==> src/uhb_pkg.sv <==
// Constants shared by the serial controller host port and its buffers
package uhb_pkg;
    // Register select indices
    localparam logic [2:0] UHB_REG_DATA = 3'h0;
    localparam logic [2:0] UHB_REG_ERR = 3'h1;
    localparam logic [2:0] UHB_REG_TRIG = 3'h2;
    localparam logic [2:0] UHB_REG_RXCNT = 3'h3;
    localparam logic [2:0] UHB_REG_TXCNT = 3'h4;
    localparam logic [2:0] UHB_REG_STAT = 3'h5;
    // Buffer sizes and flag width
    localparam int UHB_FIFO_DEPTH = 16;
    localparam int UHB_ERR_W = 3;
    // Receive fill thresholds selected by the trigger field
    localparam logic [4:0] UHB_TRIG_L0 = 5'h01;
    localparam logic [4:0] UHB_TRIG_L1 = 5'h04;
    localparam logic [4:0] UHB_TRIG_L2 = 5'h08;
    localparam logic [4:0] UHB_TRIG_L3 = 5'h0E;
    localparam logic [1:0] UHB_TRIG_RST = 2'h0;
    // Pin vector layout: {sel[2:0], cs1st, cs2nd, cs3rd_n, rd_h, rd_l_n, wr_h, wr_l_n, as, d[7:0]}
    localparam int UHB_PIN_W = 19;
    localparam int UHB_P_SEL = 16;
    localparam int UHB_P_CS0 = 15;
    localparam int UHB_P_CS1 = 14;
    localparam int UHB_P_CS2N = 13;
    localparam int UHB_P_RDH = 12;
    localparam int UHB_P_RDLN = 11;
    localparam int UHB_P_WRH = 10;
    localparam int UHB_P_WRLN = 9;
    localparam int UHB_P_AS = 8;
    // Idle pin levels after reset: strobes and the low select inactive
    localparam logic [18:0] UHB_PIN_RST = 19'h02A00;
endpackage

==> src/uhb_fifo.sv <==
// Flip-flop FIFO with valid/ready on both sides and a fill count
`timescale 1ns/1ns
module uhb_fifo
    import uhb_pkg::*;
#(
    parameter int WIDTH = 8,
    parameter int DEPTH = 16
) (
    // Clock and reset
    input wire logic clock,
    input wire logic arst_n,
    // Fill side
    input wire logic in_valid,
    output logic in_ready,
    input wire logic [WIDTH-1:0] in_data,
    // Drain side
    output logic out_valid,
    input wire logic out_ready,
    output logic [WIDTH-1:0] out_data,
    // Occupancy
    output logic [$clog2(DEPTH+1)-1:0] count
);
    localparam int AW = $clog2(DEPTH);
    localparam int CW = $clog2(DEPTH+1);

    logic [WIDTH-1:0] mem_q [DEPTH];
    logic [AW-1:0] wr_ptr_q;
    logic [AW-1:0] rd_ptr_q;
    logic [CW-1:0] count_q;
    wire push = in_valid && in_ready;
    wire pop = out_valid && out_ready;

    // Full and empty straight from the count, never guessed from pointers
    assign in_ready = (count_q != CW'(DEPTH));
    assign out_valid = (count_q != '0);
    assign out_data = mem_q[rd_ptr_q];
    assign count = count_q;

    // Pointer wrap for any depth, not only powers of two
    function automatic logic [AW-1:0] nxt(input logic [AW-1:0] p);
        return (p == AW'(DEPTH-1)) ? '0 : AW'(p + 1'b1);
    endfunction

    // Storage is written only, so it needs no reset
    always_ff @(posedge clock) begin
        if (push) begin
            mem_q[wr_ptr_q] <= in_data;
        end
    end

    // Pointers and count
    always_ff @(posedge clock or negedge arst_n) begin
        if (!arst_n) begin
            wr_ptr_q <= '0;
            rd_ptr_q <= '0;
            count_q <= '0;
        end else begin
            if (push) wr_ptr_q <= nxt(wr_ptr_q);
            if (pop) rd_ptr_q <= nxt(rd_ptr_q);
            count_q <= CW'(count_q + CW'(push) - CW'(pop));
        end
    end
endmodule

==> src/uhb_host_port.sv <==
// Host parallel port of the serial controller: selects, strobes, data bus, buffers
`timescale 1ns/1ns
module uhb_host_port
    import uhb_pkg::*;
#(
    parameter int DEPTH = UHB_FIFO_DEPTH,
    parameter int ERR_W = UHB_ERR_W
) (
    // Clock and reset
    input wire logic clock,
    input wire logic arst_n,
    // Register select and chip selects
    input wire logic reg_select_bit_low,
    input wire logic reg_select_bit_mid,
    input wire logic reg_select_bit_high,
    input wire logic chip_select_first,
    input wire logic chip_select_second,
    input wire logic chip_select_low_third_n,
    input wire logic address_latch_strobe,
    // Strobes
    input wire logic read_strobe_high,
    input wire logic read_strobe_low_n,
    input wire logic write_strobe_high,
    input wire logic write_strobe_low_n,
    // Host data bus, split into three signals
    input wire logic [7:0] host_data_bus_in,
    output logic [7:0] host_data_bus_out,
    output logic host_data_bus_oe,
    output logic bus_drive_disable_n,
    // Transmit byte stream to the serializer
    output logic tx_valid,
    input wire logic tx_ready,
    output logic [7:0] tx_data,
    // Received characters with their error flags
    input wire logic rx_valid,
    output logic rx_ready,
    input wire logic [7:0] rx_data,
    input wire logic [ERR_W-1:0] rx_err,
    output logic rx_data_request
);
    localparam int CW = $clog2(DEPTH+1);

    logic [UHB_PIN_W-1:0] pin_meta_q;
    logic [UHB_PIN_W-1:0] pin_q;
    logic [5:0] lat_q;
    logic wr_act_q;
    logic rd_act_q;
    logic [7:0] wr_data_q;
    logic [7:0] rd_data_q;
    logic [1:0] trig_q;
    logic [CW-1:0] tx_count;
    logic [CW-1:0] rx_count;
    logic [7+ERR_W:0] rx_head;
    logic rx_have;
    logic tx_room;

    // All pins cross two flops; only the second stage is read anywhere
    wire [UHB_PIN_W-1:0] pin_raw = {reg_select_bit_high, reg_select_bit_mid,
        reg_select_bit_low, chip_select_first, chip_select_second,
        chip_select_low_third_n, read_strobe_high, read_strobe_low_n,
        write_strobe_high, write_strobe_low_n, address_latch_strobe, host_data_bus_in};
    always_ff @(posedge clock or negedge arst_n) begin
        if (!arst_n) begin
            pin_meta_q <= UHB_PIN_RST;
            pin_q <= UHB_PIN_RST;
        end else begin
            pin_meta_q <= pin_raw;
            pin_q <= pin_meta_q;
        end
    end

    // Live address and chip selects after synchronising
    wire [5:0] addr_live = pin_q[UHB_P_SEL+2:UHB_P_CS2N];
    wire as_s = pin_q[UHB_P_AS];

    // Latch follows while strobe is low and freezes on its rise
    always_ff @(posedge clock or negedge arst_n) begin
        if (!arst_n) begin
            lat_q <= '0;
        end else if (!as_s) begin
            lat_q <= addr_live;
        end
    end
    // Strobe held low keeps the path transparent
    wire [5:0] addr_eff = as_s ? lat_q : addr_live;
    wire [2:0] sel = addr_eff[5:3];
    wire selected = addr_eff[2] && addr_eff[1] && !addr_eff[0];

    // Either strobe polarity starts an access
    wire rd_act = pin_q[UHB_P_RDH] || !pin_q[UHB_P_RDLN];
    wire wr_act = pin_q[UHB_P_WRH] || !pin_q[UHB_P_WRLN];
    wire reading = selected && rd_act;
    wire writing = selected && wr_act;

    // Access ends on the trailing edge, so data is stable before it is used
    wire wr_end = wr_act_q && !writing;
    wire rd_end = rd_act_q && !reading;
    wire tx_push = wr_end && (sel == UHB_REG_DATA);
    wire rx_pop = rd_end && (sel == UHB_REG_DATA);
    wire trig_wr = wr_end && (sel == UHB_REG_TRIG);

    // Access tracking and write data capture
    always_ff @(posedge clock or negedge arst_n) begin
        if (!arst_n) begin
            wr_act_q <= 1'b0;
            rd_act_q <= 1'b0;
            wr_data_q <= '0;
            trig_q <= UHB_TRIG_RST;
        end else begin
            wr_act_q <= writing;
            rd_act_q <= reading;
            if (writing) wr_data_q <= pin_q[7:0];
            if (trig_wr) trig_q <= wr_data_q[1:0];
        end
    end

    // Buffers: bytes in, bytes plus flags out
    uhb_fifo #(.WIDTH(8), .DEPTH(DEPTH)) u_tx_fifo (
        .clock(clock),
        .arst_n(arst_n),
        .in_valid(tx_push),
        .in_ready(tx_room),
        .in_data(wr_data_q),
        .out_valid(tx_valid),
        .out_ready(tx_ready),
        .out_data(tx_data),
        .count(tx_count)
    );
    uhb_fifo #(.WIDTH(8+ERR_W), .DEPTH(DEPTH)) u_rx_fifo (
        .clock(clock),
        .arst_n(arst_n),
        .in_valid(rx_valid),
        .in_ready(rx_ready),
        .in_data({rx_err, rx_data}),
        .out_valid(rx_have),
        .out_ready(rx_pop),
        .out_data(rx_head),
        .count(rx_count)
    );

    // Threshold lookup; a write to a full buffer is dropped, never overwrites
    wire [4:0] trig_lvl = (trig_q == 2'h0) ? UHB_TRIG_L0 :
        (trig_q == 2'h1) ? UHB_TRIG_L1 :
        (trig_q == 2'h2) ? UHB_TRIG_L2 : UHB_TRIG_L3;
    assign rx_data_request = (5'(rx_count) >= trig_lvl);

    // Read multiplexer; bit zero maps to bus bit zero
    wire [7:0] rd_mux =
        (sel == UHB_REG_DATA) ? (rx_have ? rx_head[7:0] : 8'h00) :
        (sel == UHB_REG_ERR) ? (rx_have ? 8'(rx_head[7+ERR_W:8]) : 8'h00) :
        (sel == UHB_REG_TRIG) ? {6'h00, trig_q} :
        (sel == UHB_REG_RXCNT) ? 8'(rx_count) :
        (sel == UHB_REG_TXCNT) ? 8'(tx_count) :
        (sel == UHB_REG_STAT) ? {5'h00, rx_data_request, !tx_room, rx_have} : 8'h00;

    // Output data from a flop, frozen during the read so the host sees one value
    always_ff @(posedge clock or negedge arst_n) begin
        if (!arst_n) begin
            rd_data_q <= '0;
        end else if (!rd_act_q) begin
            rd_data_q <= rd_mux;
        end
    end

    // Drive only while a selected read is in progress
    assign host_data_bus_out = rd_data_q;
    assign host_data_bus_oe = rd_act_q;
    assign bus_drive_disable_n = !rd_act_q;
endmodule

==> config.mk <==
export PLATFORM = sky130hd
export DESIGN_NAME = uhb_host_port
export DESIGN_NICKNAME = d
export VERILOG_FILES = /design/src/uhb_pkg.sv /design/src/uhb_fifo.sv /design/src/uhb_host_port.sv
export SDC_FILE = /design/constraint.sdc
export NUM_CORES = 1
export LEC_CHECK = 0
export BUFFER_PORTS_ARGS = -buffer_cell sky130_fd_sc_hd__buf_2
export CAP_MARGIN = 20
export CORE_AREA = 2 2 144 251
export CTS_BUF_LIST = sky130_fd_sc_hd__clkbuf_4
export DETAILED_ROUTE_END_ITERATION = 6
export DIE_AREA = 0 0 146 253
export PLACE_DENSITY = 0.58
export REMOVE_ABC_BUFFERS = 1
export SETUP_SLACK_MARGIN = 0.05
export SYNTH_ARGS = -nofsm -noshare
export SYNTH_HDL_FRONTEND = slang
export SYNTH_SLANG_ARGS = --single-unit
==> constraint.sdc <==
create_clock -name clock -period 3.5 [get_ports clock]
set_input_delay 0.35 -clock clock [delete_from_list [all_inputs] [get_ports clock]]
set_output_delay 0.35 -clock clock [all_outputs]
set_load 0.05 [all_outputs]
* Word-level counts from Yosys, hierarchy flattened
Memory sizes are Yosys's and may differ from the RTL's.
Index checks and enable logic that the tools add are counted.
** Storage, ports and cells
- Flip-flop bits (word level) :: 90
- Bits in writable memories :: 304
- Output and inout bits :: 21
- Memories kept :: 2
** Memories
- u_rx_fifo.mem_q :: depth 16, bits a word 11, read ports 1, clocked after memory_dff 0, wr ports 1, line uhb_fifo.sv:26 : logic [WIDTH-1:0] mem_q [DEPTH];
- u_tx_fifo.mem_q :: depth 16, bits a word 8, read ports 1, clocked after memory_dff 0, wr ports 1, line uhb_fifo.sv:26
** Cells by class
- Add/subtract/negate cells :: 8
- Magnitude comparators :: 1
- Eq/ne operators :: 13
- Multiplexer cells :: 20
- Reductions and logical operators :: 26
** Operators by type and width (count)
- $mux 4 :: 6
- $mux 5 :: 4
- $add 4x1->4 const B :: 4
- $eq 4x4->1 const B :: 4
- $mux 8 :: 2
- $logic_and 1x1->1 :: 13
- $add 5x1->5 :: 2
- $ne 5x5->1 const B :: 2
- $reduce_bool 5->1 :: 2
- $sub 5x1->5 :: 2
- $mux 3 :: 3
- $logic_not 1->1 :: 7
- $eq 3x2->1 const B :: 2
- $eq 3x3->1 const B :: 2
- $mux 6 :: 1
- $ge 5x4->1 :: 1
- $mux 1 :: 4
- $eq 3x1->1 const B :: 1
- $logic_not 3->1 :: 1
- $eq 2x1->1 const B :: 1
- $eq 2x2->1 const B :: 1
- $logic_not 2->1 :: 1
- $logic_or 1x1->1 :: 2

* Depth between registers and ports, before layout
- Depth in word-level cells :: 11
- Mapped depth :: 16

* Cells and area by module
Synthesis repeated with hierarchy kept, for this count alone.
** Unflattened totals
- Cell total of the unflattened synthesis :: 872
- Area, all modules :: 15822.7 um^2
** By module, submodules not included
- uhb_fifo (u_rx_fifo) :: times used 1, cells each 392, area each 7609.8 um^2, sequential area each 5610.4 um^2
- uhb_fifo (u_tx_fifo) :: times used 1, cells each 311, area each 5789.3 um^2, sequential area each 4169.0 um^2
- uhb_host_port :: times used 1, cells each 169, area each 2423.6 um^2, sequential area each 1609.0 um^2

* Worst setup path before layout
Ideal clock, no wire load.
- Path kind :: flip-flop to flip-flop
- From :: reg u_tx_fifo.count_q[3] (netlist: u_tx_fifo.count[3])
- To :: reg u_tx_fifo.count_q[4] (netlist: u_tx_fifo.count[4])
- Arrival time :: 2.936 ns
- Setup slack :: 0.441 ns
- Stages on the path, launching flop included :: 14
- Path buffers :: 1
- Path through :: dfrtp_1 > inv_1 > ha_1 > or4b_1 > and2_1 > clkbuf_1 > ha_1 > inv_1 > ha_1 > fa_1 > a21oi_1 > nor2_1 > nor2_1 > xnor2_1
** RTL lines
- start, declared :: line uhb_fifo.sv:29 : logic [CW-1:0] count_q;
- start signal, assigned :: line uhb_fifo.sv:60 : count_q <= CW'(count_q + CW'(push) - CW'(pop));
- $reduce_bool 5->1 :: line uhb_fifo.sv:35 : assign out_valid = (count_q != '0);
- net tx_valid :: line uhb_host_port.sv:31 : output logic tx_valid,
- $logic_and 1x1->1 :: line uhb_fifo.sv:31 : wire pop = out_valid && out_ready;
- net u_tx_fifo.pop :: line uhb_fifo.sv:31
- $sub 5x1->5 :: line uhb_fifo.sv:60
The timed path passes the listed nets, and every way through them passes these cells.
A chain may end at the register's enable or synchronous reset.

* Worst setup path in the final report
- From :: reg u_tx_fifo.rd_ptr_q[1]
- To :: out tx_data[3]
** On the way
- Longest elaborated chain between the ends :: 1
** RTL lines
- start, declared :: line uhb_fifo.sv:28 : logic [AW-1:0] rd_ptr_q;
- start signal, assigned :: line uhb_fifo.sv:59 : if (pop) rd_ptr_q <= nxt(rd_ptr_q);
- $mem_v2 16x8
- end, declared :: line uhb_host_port.sv:33 : output logic [7:0] tx_data,
Every way passes these cells.

==> impl_metrics.ini <==
[synth]
synth-adder-area-share_pct = 2.35
syn-cell-area_um2 = 15600
synthXorXnorAreaFrac_pct = 0.676
synth-compound-area-share_pct = 2.78
yosysSeqAreaShare_pct = 73.2
synth-simple-area-share_pct = 4.51
synth_cell_types = 59
ys_ff_latch = 394
synth_top_family_by_area = multiplexers
synth_area_leaders = edfxtp_1, dfrtp_1, mux4_2
ys_async_sr_fraction_pct = 22.8
ys_warn_count = 0
synth_top_cell_by_area = edfxtp_1
synth_enable_flop_cells = 304
synth_top_cell_area_share_pct = 58.7
syn_inst = 822
synth_flop_cell = edfxtp_1
syn_area_per_cell_um2 = 18.9
muxShareOfSynthArea_pct = 14.3

[global_route]
grt_usage_pct = 19.3
antenna_found_initial = 2
met1_usage_pct = 18.9
grt_overflow = 0
grt-busiest-layer = met2
grt_pass1_vias = 8996
grt_pass1_wl_mm = 52.3
grt_use_met3_pct = 3.86
met2_usage_pct = 39.2
grt_max_degree = 52

[clock_network]
clock_latency_ps = 770
clkTransAtPathRegs_ps = 70
cts_buffer_depth = 3
post_cts_buffers = 0
cts_root_buffer = clkbuf_4
cts_tree = done
h-tree-depth = 3
cts_buffers = 90
clock-sinks = 394

[job]
drv_cap = 0

[timing]
fin_setup_tns_ps = 0
worst_pin_slew_ps = 902
hold_viol_final = 0
finalCritPeriodShare_pct = 93.3
finalSetupViolCount = 0
period_minus_slack_ps = 3270
whs_ps = 124
clock.fmax_ghz = 0.306
rsz0062_at_grt = no
drv_slew = 0
fin_skew_ps = 53.4
relSlewSlack_pct = 39.9

[power_and_ir_drop]
power_density_nw_per_um2 = 713
p_leak_nw = 6.54
vdd_ir_drop_max_v = 0.000403

[final_layout]
layout_common_cells = edfxtp_1, clkbuf_4, mux4_2
finalNetCount = 1074
drive_above_1_share_pct = 33.4
area_growth_pct = 16.4
finalInstanceArea_um2 = 18100
final_common_cell = edfxtp_1
fin_util_pct = 51.6

[die]
coreArea_um2 = 35100
num_io_pins = 55
initial_core_util_pct = 44.3
design.die.area_um2 = 36900
die_h_um = 253
row_count = 91
dieWidth_um = 146

[critical_path]
critPathMaxStageDelay_ps = 950
cp_max_fo = 36
crit_start = u_tx_fifo.rd_ptr_q[1]
r2r-start = u_rx_fifo.count[3]
arrival_ps = 2920
crit_path_cell_trace = mux4_2 > mux4_2 > buf_2
startpoint_type = register
worst_path_most_repeated_cell = mux4_2
cpMaxStageDelayCell = dfrtp_2
worstSetupPathType = reg2out
crit_required_ps = 3150
cp-end-kind = primary output

[place]
placed_cell_area_um2 = 16700
numPortBuffers = 54
dp_hpwl_mm = 23.2
finalWeightedCongestion = 0.833

[worst_hold_path]
hp-start = tx_ready
hp-class = in2reg

[detailed_routing]
num_vias = 8091
drt-pass1-iter-count = 4
wirelength_mm = 34.4
drc = 0
via_per_inst = 5.22
drtIter0Drc = 441
final_antenna_net_count = 0
post_drt_wl_per_cell_um = 22.2

[outcome]
status = completed
==> cell usage after synthesis, types with 4 or more instances <==
| cell type | instances |
|---|---|
| o21ai_0 | 11 |
| and3_1 | 8 |
| nor3_1 | 11 |
| mux4_2 | 81 |
| nand3_1 | 14 |
| and2_1 | 7 |
| nand4_1 | 10 |
| ha_1 | 26 |
| a31oi_1 | 4 |
| mux2i_1 | 16 |
| buf_2 | 11 |
| inv_1 | 27 |
| buf_6 | 4 |
| mux2_2 | 11 |
| nor2_1 | 25 |
| dfstp_2 | 6 |
| dfrtp_1 | 84 |
| buf_1 | 4 |
| a221oi_1 | 7 |
| nand2_1 | 42 |
| xnor2_1 | 9 |
| clkbuf_1 | 17 |
| and4_1 | 4 |
| o21a_1 | 4 |
| edfxtp_1 | 304 |
| a21oi_1 | 11 |
| o21ai_1 | 7 |
==> flip-flops by register name, indices dropped and copies added, names as in the netlist <==
name	flops
u_rx_fifo.rd_ptr_q	4
u_rx_fifo.mem_q	176
wr_data_q	8
u_tx_fifo.count	5
host_data_bus_oe	1
trig_q	2
u_tx_fifo.mem_q	128
u_rx_fifo.count	5
wr_act_q	1
u_tx_fifo.rd_ptr_q	4
u_rx_fifo.wr_ptr_q	4
u_tx_fifo.wr_ptr_q	4
host_data_bus_out	8
pin_q	19
lat_q	6
pin_meta_q	19
==> worst paths after layout <==
check,to,slack [ps],depth (start not counted)
max,tx_data[3],230,3
min,u_tx_fifo.rd_ptr_q[3],120,4
max reg2reg,u_rx_fifo.count[4],260,15
min reg2reg,pin_q[10],340,0
max in group asynchronous,pin_meta_q[13],2390,3
min in group asynchronous,host_data_bus_out[2],190,2
==> cell families (layout without fill, tap and decap cells) <==
family,count (synthesis),count (layout)
AND/OR/NAND/NOR,137,137
flip-flops,394,394
buffers and inverters,71,332
adder cells (fa/ha/maj),28,28
other,0,1
AO/OA/AOI/OAI,65,65
XOR/XNOR,12,12
multiplexers,115,115
==> stage by stage <==
stage | power, mW | worst slack (ps) | cells
final | 12.9 | 233 | 1549
after global routing | 13.6 | 59.0 | 1549
after CTS | 13.1 | 128 | 1548
after detailed placement | 9.64 | 288 | 1354
after global placement | 9.62 | 304 | 1354
after floorplan | 8.53 | -90.9 | 782
==> layer usage <==
metal / part of all wire, % / wire (um)
met1: 34 / 11800
met2: 60 / 20700
met3: 3.6 / 1250
met4: 1.8 / 628
met5: 0.035 / 12
==> final cells by class <==
cell class	instances	area, um^2
multi-input combinational	357	3840
antenna	1	2.50
clock inverter	36	150
timing repair buffer	138	1060
clock buffer	127	953
sequential	394	11400
tap	465	582
fill	2982	17000
inverter	31	116
==> what timing repair did <==
item | CTS | global route
hold endpoints to repair | 244 | 0
gates resized for setup | 0 | 1
hold buffers | 31 | 0
setup endpoints to repair | 0 | 1
==> report_power, final <==
| part | total, mW | leakage, nW | internal [mW] | switching, mW |
|---|---|---|---|---|
| clock network | 3.42 | 0.672 | 1.69 | 1.73 |
| logic | 3.25 | 2.04 | 1.56 | 1.69 |
| registers | 6.24 | 3.82 | 5.59 | 0.643 |
| total | 12.9 | 6.54 | 8.84 | 4.06 |
==> critical path: cells and delay by family (launching register included) <==
kind / cells / cell delay, ps
flip-flops: 1 / 950
multiplexers: 2 / 950
buffers and inverters: 1 / 230
No activity file was read; power rests on OpenSTA's default activity.
